File: src/logic/acje_regs.svh
`ifndef ACJE_REGS_SVH
`define ACJE_REGS_SVH

// Upper opcode nibbles of the add and byte-AND groups.
`define ACJE_HI_ADD 4'h2
`define ACJE_HI_ADD_WITH_CARRY_OP 4'h3
`define ACJE_HI_ANL 4'h5

// Low opcode nibbles that select the source operand.
`define ACJE_LO_IMM 4'h4
`define ACJE_LO_DIR 4'h5
`define ACJE_LO_IND_HI 3'h3
`define ACJE_LO_DIR_A 4'h2
`define ACJE_LO_DIR_IMM 4'h3

// Absolute jump: low five opcode bits, page field position.
`define ACJE_ABSOLUTE_JUMP_OP_LO 5'h01
`define ACJE_ABSOLUTE_JUMP_OP_PAGE_MSB 7
`define ACJE_ABSOLUTE_JUMP_OP_PAGE_LSB 5

// Instruction length of the absolute jump, added before the page is taken.
`define ACJE_ABSOLUTE_JUMP_OP_LEN 16'h0002

// Output port latches sit at direct addresses 10dd0000 with d in 0..3.
`define ACJE_PORT_MASK 8'hCF
`define ACJE_PORT_BASE 8'h80
`define ACJE_PORT_IDX_MSB 5
`define ACJE_PORT_IDX_LSB 4
`define ACJE_NUM_PORTS 4

// Reset values.
`define ACJE_BYTE_RST 8'h00
`define ACJE_PC_RST 16'h0000

`endif

File: src/logic/acje_pkg.sv
package acje_pkg;

    typedef logic [3:0][7:0] acje_latch_t;

    typedef enum logic [0:0] {
        ACJE_IDLE,
        ACJE_SECOND
    } acje_state_e;

    typedef struct packed {
        logic [7:0] opcode;
        logic [7:0] byte2;
        logic [7:0] byte3;
        logic [15:0] pc;
        logic [7:0] acc;
        logic cy;
        logic reg_sel_unused;
        logic [7:0] reg_val;
        logic [7:0] dir_val;
        logic [7:0] ind_val;
    } acje_req_s;

    typedef struct packed {
        logic acc_we;
        logic [7:0] acc;
        logic flags_we;
        logic cy;
        logic ac;
        logic ov;
        logic dir_we;
        logic [7:0] dir_addr;
        logic [7:0] dir_data;
        logic pc_we;
        logic [15:0] pc;
    } acje_res_s;

endpackage

File: src/logic/acje_exec.sv
`timescale 1ns/10ps
`include "acje_regs.svh"

module acje_exec (
    input wire logic clk_i,
    input wire logic reset_i,
    input wire logic ce_i,
    input wire logic req_valid_i,
    input wire acje_pkg::acje_req_s req_i,
    input wire acje_pkg::acje_latch_t port_latch_i,
    output logic busy_o,
    output logic done_o,
    output logic illegal_o,
    output acje_pkg::acje_res_s res_o
);
    import acje_pkg::*;

    ////////////////////////////////////////////////////////////////////////
    // Opcode decode.

    wire logic [7:0] op = req_i.opcode;
    wire logic [3:0] op_hi = op[7:4];
    wire logic [3:0] op_lo = op[3:0];

    wire logic lo_reg = op_lo[3];
    wire logic lo_dir = op_lo == `ACJE_LO_DIR;
    wire logic lo_ind = op_lo[3:1] == `ACJE_LO_IND_HI;
    wire logic lo_imm = op_lo == `ACJE_LO_IMM;

    wire logic is_add_with_carry_op = (op_hi == `ACJE_HI_ADD_WITH_CARRY_OP) &&
        (lo_reg || lo_dir || lo_ind || lo_imm);
    wire logic is_add_imm = (op_hi == `ACJE_HI_ADD) &&
        lo_imm;
    wire logic is_absolute_jump_op =
        op[4:0] == `ACJE_ABSOLUTE_JUMP_OP_LO;
    wire logic is_anl_acc = (op_hi == `ACJE_HI_ANL) &&
        (lo_reg || lo_dir || lo_ind || lo_imm);
    wire logic is_anl_dir_a = (op_hi == `ACJE_HI_ANL) &&
        (op_lo == `ACJE_LO_DIR_A);
    wire logic is_anl_dir_imm = (op_hi == `ACJE_HI_ANL) &&
        (op_lo == `ACJE_LO_DIR_IMM);
    wire logic is_add = is_add_with_carry_op || is_add_imm;
    wire logic is_known = is_add || is_absolute_jump_op || is_anl_acc ||
        is_anl_dir_a || is_anl_dir_imm;
    wire logic two_cycle =
        is_absolute_jump_op || is_anl_dir_imm;

    ////////////////////////////////////////////////////////////////////////
    // Source operand selection.

    wire logic [7:0] src_byte = lo_reg ? req_i.reg_val :
        lo_dir ? req_i.dir_val :
        lo_ind ? req_i.ind_val :
        req_i.byte2;

    ////////////////////////////////////////////////////////////////////////
    // Port latch lookup for read-modify-write on a direct destination.

    logic [`ACJE_NUM_PORTS-1:0] port_hit;
    genvar gi;
    generate
        for (gi = 0; gi < `ACJE_NUM_PORTS; gi++) begin : g_port
            assign port_hit[gi] =
                ((req_i.byte2 & `ACJE_PORT_MASK) == `ACJE_PORT_BASE) &&
                (req_i.byte2[`ACJE_PORT_IDX_MSB:`ACJE_PORT_IDX_LSB] ==
                 2'(gi));
        end
    endgenerate

    wire logic is_port = |port_hit;
    wire logic [1:0] port_idx =
        req_i.byte2[`ACJE_PORT_IDX_MSB:`ACJE_PORT_IDX_LSB];
    wire logic [7:0] dest_orig = is_port ? port_latch_i[port_idx] :
        req_i.dir_val;
    wire logic [7:0] dir_mask =
        is_anl_dir_imm ? req_i.byte3 : req_i.acc;

    ////////////////////////////////////////////////////////////////////////
    // Adder with flag generation.

    wire logic cin = is_add_with_carry_op ? req_i.cy : 1'b0;
    wire logic [8:0] sum9 = {1'b0, req_i.acc} + {1'b0, src_byte} +
        {8'h00, cin};
    wire logic [4:0] sum_lo4 = {1'b0, req_i.acc[3:0]} +
        {1'b0, src_byte[3:0]} + {4'h0, cin};
    wire logic [7:0] sum_lo7 = {1'b0, req_i.acc[6:0]} +
        {1'b0, src_byte[6:0]} + {7'h00, cin};
    wire logic carry7 = sum9[8];
    wire logic carry3 = sum_lo4[4];
    wire logic carry6 = sum_lo7[7];
    wire logic ovf = carry6 ^ carry7;

    ////////////////////////////////////////////////////////////////////////
    // Absolute jump target.

    wire logic [15:0] pc_after = req_i.pc + `ACJE_ABSOLUTE_JUMP_OP_LEN;
    wire logic [15:0] jump_target = {pc_after[15:11],
        op[`ACJE_ABSOLUTE_JUMP_OP_PAGE_MSB:`ACJE_ABSOLUTE_JUMP_OP_PAGE_LSB],
        req_i.byte2};

    ////////////////////////////////////////////////////////////////////////
    // Result assembly.

    acje_res_s next_res;

    always_comb begin
        next_res = '0;
        next_res.dir_addr = req_i.byte2;
        next_res.pc = jump_target;
        if (is_add) begin
            next_res.acc_we = 1'b1;
            next_res.acc = sum9[7:0];
            next_res.flags_we = 1'b1;
            next_res.cy = carry7;
            next_res.ac = carry3;
            next_res.ov = ovf;
        end else if (is_anl_acc) begin
            next_res.acc_we = 1'b1;
            next_res.acc = req_i.acc & src_byte;
        end else if (is_anl_dir_a || is_anl_dir_imm) begin
            next_res.dir_we = 1'b1;
            next_res.dir_data = dest_orig & dir_mask;
        end else if (is_absolute_jump_op) begin
            next_res.pc_we = 1'b1;
        end
    end

    ////////////////////////////////////////////////////////////////////////
    // Sequencer: one-cycle forms answer at once, two-cycle forms wait one.

    acje_state_e state;
    acje_res_s pend;

    wire logic take = ce_i && req_valid_i && (state == ACJE_IDLE);
    wire logic take_long = take && is_known && two_cycle;
    wire logic take_short = take && !(is_known && two_cycle);
    wire logic finish_long =
        ce_i && (state == ACJE_SECOND);

    always_ff @(posedge clk_i) begin
        if (reset_i) begin
            state <= ACJE_IDLE;
        end else if (take_long) begin
            state <= ACJE_SECOND;
        end else if (finish_long) begin
            state <= ACJE_IDLE;
        end
    end

    always_ff @(posedge clk_i) begin
        if (reset_i) begin
            pend <= '0;
        end else if (take_long) begin
            pend <= next_res;
        end
    end

    ////////////////////////////////////////////////////////////////////////
    // Output flags: each one is a flip-flop frozen while ce_i is low.

    always_ff @(posedge clk_i) begin
        if (reset_i) begin
            busy_o <= 1'b0;
        end else if (ce_i) begin
            busy_o <= take_long;
        end
    end

    always_ff @(posedge clk_i) begin
        if (reset_i) begin
            done_o <= 1'b0;
        end else if (ce_i) begin
            done_o <= take_short || finish_long;
        end
    end

    always_ff @(posedge clk_i) begin
        if (reset_i) begin
            illegal_o <= 1'b0;
        end else if (ce_i) begin
            illegal_o <= take_short && !is_known;
        end
    end

    ////////////////////////////////////////////////////////////////////////
    // Result register: data fields hold, write strobes clear on the next enabled cycle without a new result.

    always_ff @(posedge clk_i) begin
        if (reset_i) begin
            res_o <= '0;
            res_o.pc <= `ACJE_PC_RST;
            res_o.acc <= `ACJE_BYTE_RST;
        end else if (ce_i) begin
            if (finish_long) begin
                res_o <= pend;
            end else if (take_short && is_known) begin
                res_o <= next_res;
            end else begin
                res_o.acc_we <= 1'b0;
                res_o.flags_we <= 1'b0;
                res_o.dir_we <= 1'b0;
                res_o.pc_we <= 1'b0;
            end
        end
    end

endmodule

File: config.mk
export PLATFORM = sky130hd
export DESIGN_NAME = acje_exec
export DESIGN_NICKNAME = d
export VERILOG_FILES = /design/src/logic/acje_pkg.sv /design/src/logic/acje_exec.sv
export VERILOG_INCLUDE_DIRS = /design/src /design/src/logic
export SDC_FILE = /design/constraint.sdc
export NUM_CORES = 1
export LEC_CHECK = 0
export ABC_AREA = 1
export BUFFER_PORTS_ARGS = -buffer_cell sky130_fd_sc_hd__buf_2
export CAP_MARGIN = 20
export CORE_UTILIZATION = 40
export DETAILED_ROUTE_END_ITERATION = 10
export PLACE_DENSITY = 0.68
export SETUP_SLACK_MARGIN = 0.2
export SLEW_MARGIN = 10
export SYNTH_ARGS = -nofsm -noshare
export SYNTH_HDL_FRONTEND = slang
export SYNTH_SLANG_ARGS = --single-unit
File: constraint.sdc
create_clock -name clk_i -period 4.15 [get_ports clk_i]
set_input_delay 0.2075 -clock clk_i [delete_from_list [all_inputs] [get_ports clk_i]]
set_output_delay 0.2075 -clock clk_i [all_outputs]
set_load 0.02 [all_outputs]
Word level (Yosys, flattened, before mapping)
Cells that the tools add are included. Widths: inputs -> output; s select.

Logic and storage cells: 117. Bits in read-only memories: 0. Bits in latches: 0. Input port bits: 110. Register bits: 98. Memories: 0. RAM bits: 0. Output and inout port bits: 50.

$lt $le $gt $ge: 1. Add/sub/neg operators: 7. Mux-type cells: 30. Equality and inequality tests: 13. Bitwise logic cells: 4. Multiply operators: 0. Reductions and logical operators: 36. Div/mod/pow operators: 0. Shift operators: 0.

Operators with widths (count): $mux 8 (8); $mux 47 (1); $mux 9 (4); $mux 16 (2); $logic_and 1x1->1 (18); $add 16x2->16 const B (1); $and 8x8->8 (2); $bmux 8 s2 (1); $eq 4x2->1 const B (4); $eq 4x3->1 const B (3); $mux 1 (12); $logic_or 1x1->1 (11); $add 8x8->9 (1); $add 9x1->9 (1); $add 7x7->8 (1); $add 8x1->8 (1); $eq 6x6->1 const B (1); $add 4x4->5 (1); $add 5x1->5 (1); $eq 5x1->1 const B (1); $eq 2x2->1 const B (2); $mux 4 (1); $reduce_bool 2->1 (2); $reduce_or 4->1 (1); other kinds (9) (10).

Logic depth before layout (Yosys ltp)
Gate-level depths: netlist (run 1).

Depth after elaboration: 16. Mapped depth: 22. Mapped depth without buffers: 21.

Least setup slack after synthesis (run 1)
No wires, ideal clock.

Path type: input to register. Start point: input req_i[69] in the netlist's numbering. End point: register res_o[34] in the netlist's numbering. Setup time: 0.128 ns. Required time: 4.022 ns. Buffers on the path: 2. Data arrival time: 2.535 ns. Path slack: 1.487 ns. Cell stages on the path: 21. Cells stage by stage: buf_6 inv_8 nand2_1 inv_1 nand2_1 clkbuf_1 nand2_1 o211ai_1 and2_1 fa_1 fa_1 inv_1 nand3_1 nand2_1 nand2_1 nand2_1 nand2_1 nand3_1 nor2_1 nor2_1 nor2_1.

Cells in the longest elaborated chain, start to end: 16. Elaborated cells between the ends (all ways): 38. Classes of those cells: add/sub: 4; eq/ne: 6; mux: 7; bitwise: 1; reduce/logical: 20.

Ends and longest elaborated chain: start, declared (RTL line acje_exec.sv:9) `input wire acje_pkg::acje_req_s req_i,`; parallel branches: the longest is 16 deep, another holds $add 8x8->9; end signal, assigned (RTL line acje_exec.sv:195) `res_o <= pend;`; end signal, assigned (RTL line acje_exec.sv:197) `res_o <= next_res;`; end, declared (RTL line acje_exec.sv:14) `output acje_pkg::acje_res_s res_o`.

Several ways; the timed one is not identified. The select of a mux whose other input is x is not followed. A chain may end at the register's enable or synchronous reset.

Worst setup path in the final report (run 1)
Same ends and word-level chain as after synthesis.

==> results of run 1 <==
-- path summary, 6_finish.rpt --
kind | from | endpoint | slack, ns | depth (start not counted)
max | req_i[69] | res_o[34] | 1.22 | 21
min | req_i[73] | pend[10] | 0.18 | 3
max reg2reg | state | pend[9] | 2.11 | 5
min reg2reg | pend[46] | pend[46] | 0.44 | 2
-- tightest hold or removal path, delay by kind of cell --
kind | cells | cell delay [ns]
compound gates | 1 | 0.06
buf+inv | 2 | 0.20
-- sequential cells by signal (all words and copies together), names as in the netlist --
signal and cells:
busy_o 1, state 1, done_o 1, illegal_o 1, res_o 39, pend 39
-- stage by stage --
step                      utilization  cell area (um^2)  instances  hold WS, ns
final                          0.5002              5983       1049       0.1800
after global routing           0.5002              5983       1049       0.1970
after CTS                      0.5000              5981       1048       0.1642
after detailed placement       0.4707              5630       1032       0.4258
after global placement         0.4707              5630       1032       0.4232
after floorplan                     -              4893        766       0.3580
-- metal layers --
metal / vias to the layer above / global-route usage
li1: 2680 / -
met1: 2343 / 0.3012
met2: 152 / 0.3691
met3: 27 / 0.03996
met4: 0 / 0.08089
met5: - / 0
-- logic make-up after synthesis --
group / count (synthesis) / share of synthesized area
AND/OR/NAND/NOR: 399 / 0.3503
AO/OA/AOI/OAI: 136 / 0.1524
buffers and inverters: 134 / 0.1243
flip-flops: 82 / 0.3355
adder cells (fa/ha/maj): 10 / 0.02864
XOR/XNOR: 5 / 0.008949
-- synthesized netlist by cell type, drive strengths merged --
cell type,instances
o21ai,57
a22oi,1
nand4,8
nor2,151
o211ai,3
and3,1
dfxtp,82
or2,1
xnor2,4
inv,94
and2,3
ha,8
nand2,190
nand3,31
a21oi,56
a211oi,4
xor2,1
buf,29
fa,2
o2111ai,7
a31oi,5
nor3,12
clkbuf,11
o22ai,3
nand3b,2
-- report_power, final --
group          internal (mW)  total [mW]  switching [mW]
Combinational          0.117       0.303           0.186
Clock                  0.594       0.922           0.328
Sequential             0.798       0.803         0.00546
Total                   1.51        2.03           0.519
-- area by class of cell --
type | instances | area, um^2
Fill cell | 1286 | 5978
Clock buffer | 9 | 225.2
Sequential cell | 82 | 1642
Inverter | 94 | 360.3
Clock inverter | 7 | 125.1
Antenna cell | 1 | 2.502
Tap cell | 147 | 183.9
Multi-Input combinational cell | 550 | 2644
Timing Repair Buffer | 159 | 800.8
-- cell usage in the layout, fill, tap and decap left out, types with 2 or more instances in the layout --
cell        netlist  routed
inv_2             5       5
buf_4            15       2
o22ai_1           3       3
nor3_2            2       2
o21ai_0          51      51
dfxtp_1          82      82
nand3_2           3       3
clkbuf_16         0       9
fa_1              2       2
nor3_1           10      10
a211oi_1          3       3
nand3b_1          2       2
nand4_2           2       2
nand3_1          28      28
nand2_2           4       4
ha_1              8       8
buf_2             9     157
nor2_4            2       2
o21ai_1           5       5
nor2_2            2       2
nand4_1           6       6
nand2_1         182     182
inv_1            88      88
xnor2_1           4       4
clkinvlp_4        0       2
bufinv_16         0       3
nand2_4           3       3
a21oi_1          56      56
a31oi_1           5       5
and2_1            2       2
inv_8             1       2
o211ai_1          3       3
nor2_1          146     146
o2111ai_1         7       7
==> results.md, run 1 <==
* Top Metal Used: met4
* WL per Instance at 13.57 um
* Row Count at 40
* Fraction of layout cells with a size suffix above 1 at 0.2264
* DR iter-0 viols at 293
* Hold Violations, Final at 0
* Placeable Area at 0.01196 mm^2
* Vias in the first global route at 4651
* Die span in x at 112.6 um
* Clk slew on worst S/H paths at 0.06 ns
* Post-Route Setup TNS at 0 ns
* Max VDD drop at 261.9 uV
* Bufs and invs on worst path at 4
* # clock sinks at 82
* Worst-Margin Slew at 0.9636 ns
* Leading area contributor after synthesis: dfxtp_1
* Initial antenna violation count at 1
* CP startpoint kind: input pin
* TritonCTS clock tree: yes
* Final Max Tran Viols at 0
* Post-layout min period at 2.927 ns
* Post-synthesis instance total at 766
* Post-CTS Setup Bufs at 0
* Most used cell, CP: nand2_1
* Number of hold buffers added after cts at 0
* Crit path required time at 4.35 ns
* Die Y at 112.6 um
* Setup violators final at 0
* Syn nets at 886
* Hpwl dp at 10660 um
* Avg Inst Size Synth at 6.388 um^2
* Cell Area, Synth at 0.004893 mm^2
* First-pass GRT wire length at 22620 um
* CP Class: in -> reg
* Critical path, cell by cell: buf_2 -> inv_8 -> nand2_1 -> inv_1 -> nand2_1 -> o21ai_0 -> nand2_1 -> o211ai_1 -> and2_1 -> fa_1 -> fa_1 -> inv_1 -> nand3_1 -> nand2_1 -> nand2_1 -> nand2_1 -> nand2_1 -> nand3_1 -> nor2_1 -> nor2_1 -> nor2_1
* Cts repair resizes at 0
* Largest cells by area after synthesis: dfxtp_1 34%, nand2_1 14%, nor2_1 11%
* Die area at 0.01268 mm^2
* Final setup margin at 1.223 ns
* Ys Warns at 0
* DR vias at 5202
* Period utilization at 0.7053
* GR Overflow Total at 0
* Layout area overhead at 22.27%
* Max-Cap Viols at 0
* Crit-path max FO at 16
* Drt pass-1 iters at 5
* Clk_lat worst skew at 0.33 ns
* Num CTS Buffers at 9
* CP max stage delay at 0.43 ns
* Post-route ant nets at 0
* Wl on met1 at 6594 um
* I/O pin total at 160
* CP max stage cell: fa_1
* Power Dens Cells at 338.9 mW/mm^2
* Static Leak at 3.007 nW
* GP Congestion at 0.8842
* Register area share after synthesis at 0.3355
* Total routed wirelength at 14240 um
* Worst setup EP type: flip-flop
* Status: complete, no violations
* Worst min path class: in -> reg
* Fmax at 0.3417 GHz
* Total power draw at 2.028 mW
* RSZ-0062 raised after global routing: false
* Clk buf depth at 2
* Metal2 WL at 6571 um
* Vias per cell at 4.959
* Final nets at 1016
* Remaining DRCs at 0
* Critical Path AT at 3.12 ns
* Worst Skew at 0.003330 ns
* Clock Root Buffer: clkbuf_16
* Yosys top cell area share at 0.3355
* Largest net degree at the start of global routing at 56
* Initial Util at 0.4091
* Rel. slew slack at 0.3569
* PortBufs at 157
* Yosys cell types at 43
* CP delay by family, top: simple AND/OR/NAND/NOR gates
* Synth Register Bits at 82
* GRT Overall Usage at 0.2269
* Pre-CTS WS at 0.9034 ns
* DR WL met3 at 716 um
* H-tree levels at 3
No activity file was read; power rests on OpenSTA's default activity.
==> run 2, diff against run 1 <==
--- a/config.mk
+++ b/config.mk
@@ -6,12 +6,12 @@
 export SDC_FILE = /design/constraint.sdc
 export NUM_CORES = 1
 export LEC_CHECK = 0
-export ABC_AREA = 1
+export ABC_AREA = 0
 export BUFFER_PORTS_ARGS = -buffer_cell sky130_fd_sc_hd__buf_2
 export CAP_MARGIN = 20
 export CORE_UTILIZATION = 40
 export DETAILED_ROUTE_END_ITERATION = 10
-export PLACE_DENSITY = 0.68
+export PLACE_DENSITY = 0.69
 export SETUP_SLACK_MARGIN = 0.2
 export SLEW_MARGIN = 10
 export SYNTH_ARGS = -nofsm -noshare
==> constraint.sdc (replaced) <==
create_clock -name clk_i -period 2.8 [get_ports clk_i]
set_input_delay 0.14 -clock clk_i [delete_from_list [all_inputs] [get_ports clk_i]]
set_output_delay 0.14 -clock clk_i [all_outputs]
set_load 0.02 [all_outputs]
==> results.md, run 2 <==
* DR iter-0 viols at 263
* GR Overflow Total at 0
* EDFF count, synth at 0
* Pre-CTS WS at -0.05968 ns
* Rel. slew slack at 0.4138
* Clk buf depth at 2
* Worst min path class: in -> reg
* Largest net degree at the start of global routing at 43
* DR vias at 4668
* Static Leak at 2.581 nW
* CP delay by family, top: compound AO/OA/AOI/OAI gates
* Fmax at 0.3983 GHz
* Commonest non-fill, non-tap cells in the layout: 156 x buf_2, 82 x dfxtp_1, 67 x nor2_1, 67 x nand2_1, 37 x a21oi_1
* Num CTS Buffers at 9
* First-pass GRT wire length at 22020 um
* Reg2reg path depth at 4
* Clock Root Buffer: clkbuf_16
* CP Depth at 13
* Crit-path max FO at 3
* Final Max Tran Viols at 0
* Bufs and invs on worst path at 1
* Max-Cap Viols at 0
* Largest cells by area after synthesis: dfxtp_1 35%, nor2_1 5.5%, nand2_1 5.4%
* GRT Overall Usage at 0.2397
* Layout area overhead at 28.39%
* Avg Inst Size Synth at 8.483 um^2
* Hold Violations, Final at 0
* Post-layout min period at 2.511 ns
* Vias per cell at 5.584
* Max VDD drop at 370.3 uV
* RSZ-0062 raised after global routing: true
* Hold Crit Start: req_i[73]
* Final setup margin at 0.2892 ns
* Hold worst-path end: pend[10]
* Initial antenna violation count at 1
* Ys Warns at 0
* PortBufs at 157
* Clk slew on worst S/H paths at 0.06 ns
* R2R Path Start: state
* Critical Path AT at 2.69 ns
* Clk_lat worst skew at 0.33 ns
* Remaining DRCs at 0
* Die Y at 109.6 um
* Register area share after synthesis at 0.3544
* Critical R2R Capture: res_o[34]
* Power Dens Cells at 510.3 mW/mm^2
* Worst-Margin Slew at 0.8772 ns
* Status: complete, no violations
* CP startpoint kind: input pin
* Final nets at 811
* Crit path required time at 2.98 ns
* CP Class: in -> reg
* Worst hold slack at 0.09489 ns
* # clock sinks at 82
* Post-synthesis instance total at 546
* Yosys top cell area share at 0.3544
* Number of hold buffers added after cts at 0
* Synth Register Bits at 82
* TritonCTS clock tree: yes
* Row Count at 38
* I/O pin total at 160
* CP max stage delay at 0.38 ns
* Vias in the first global route at 4538
* Most numerous cell in the Yosys netlist: dfxtp_1
* Worst setup EP type: flip-flop
* Ys flop type: dfxtp_1
* Yosys cell types at 63
* H-tree levels at 3
* Most used cell, CP: fa_2
* Drt pass-1 iters at 4
* FF-to-FF setup slack at 0.81 ns
* Total routed wirelength at 13960 um
* # diodes at 0
* Worst Skew at 0.005782 ns
* Placeable Area at 0.01108 mm^2
* Critical path, cell by cell: buf_8 -> nand3b_1 -> mux2i_1 -> nor2_1 -> a21oi_2 -> o21a_1 -> fa_2 -> fa_2 -> nor2b_4 -> o2111ai_2 -> a31o_2 -> a221oi_2 -> o32ai_2
* Setup violators final at 0
* CP max stage cell: fa_2
* Post-route ant nets at 0
* GP Congestion at 0.9134
* Period utilization at 0.8967
* Async set-reset flop share out of synthesis at 0
* Leading area contributor after synthesis: dfxtp_1
* Syn nets at 666
* Post-Route Setup TNS at 0 ns
* WL per Instance at 16.70 um
* Initial Util at 0.4181
* Hold path cells at 3
* Largest registers: pend x39, res_o x39
* Hpwl dp at 10710 um
* Cell Area, Synth at 0.004632 mm^2
* Die area at 0.01201 mm^2
* Most common cell after layout, fill and taps aside: buf_2
* Fraction of layout cells with a size suffix above 1 at 0.3635
* Most frequent cells after synthesis: 82 x dfxtp_1, 68 x nor2_1, 67 x nand2_1
* Die span in x at 109.6 um
==> run 2: cell types whose count changed in the layout (fill, tap and decap cells not counted), sizes merged, moves of 13 or more <==
| cell | before | now |
|---|---|---|
| a21oi | 56 | 39 |
| buf | 159 | 182 |
| nand3 | 31 | 18 |
| and2 | 3 | 17 |
| mux2i | 0 | 16 |
| o21ai | 57 | 24 |
| inv | 96 | 7 |
| nor2 | 151 | 68 |
| a211oi | 4 | 19 |
| nand2 | 190 | 68 |
==> run 2: stage by stage <==
stage | total power [mW] | std cells | area, um^2 | utilization
6_report | 3.035 | 836 | 5947 | 0.5368
2_1_floorplan | 1.484 | 546 | 4668 | -
4_1_cts | 3.030 | 833 | 5872 | 0.5300
5_1_grt | 3.145 | 836 | 5947 | 0.5368
3_3_place_gp | 1.663 | 817 | 5520 | 0.4983
3_5_place_dp | 1.669 | 817 | 5520 | 0.4983
==> run 2: final cells by class <==
type / count / area [um^2]
fill: 1055 / 5131
multi-input combinational: 410 / 2769
sequential: 82 / 1642
timing repair buffer: 182 / 987.2
clock buffer: 10 / 239.0
tap: 140 / 175.2
clock inverter: 6 / 112.6
inverter: 6 / 22.52
==> run 2: metal layers <==
metal  up-vias  share of wire  track usage
li1       2269              -            -
met1      2214           0.42       0.2958
met2       167           0.49       0.4146
met3        16          0.061      0.05276
met4         2          0.021      0.07429
met5         -        0.00079            0
==> run 2: worst max-delay path by stage <==
stage,from,endpoint,slack (ns)
floorplan,req_i[69],res_o[36],0.12
global placement,req_i[69],res_o[43],-0.02
detailed placement,req_i[69],res_o[45],-0.06
CTS,req_i[69],res_o[45],0.26
global route,req_i[69],res_o[36],0.13
finish,req_i[69],res_o[34],0.29
==> run 2: cell families (layout without fill, tap and decap cells) <==
family,count (synthesis),in the layout,share of synthesized area
simple gates,232,232,0.2461
compound gates,138,138,0.2212
flops,82,82,0.3544
buf+inv,54,204,0.06321
mux,24,24,0.07347
fa+ha+maj,10,10,0.03026
xor+xnor,6,6,0.01135
==> run 2: power breakdown <==
part	switching (mW)	internal, mW
logic	0.256	0.213
clock network	0.474	0.899
registers	0.00948	1.18
==> run 2: worst register-to-register path: stages (launching register included) <==
cell and delay (ns):
dfxtp_1 0.41, nor3b_2 0.49, o211a_4 0.54, a2bb2oi_1 0.30, o32ai_2 0.11
==> run 2: timing repair <==
item,CTS,global route
resized for setup,0,13
endpoints found under the setup margin,0,5
setup buffers,0,3
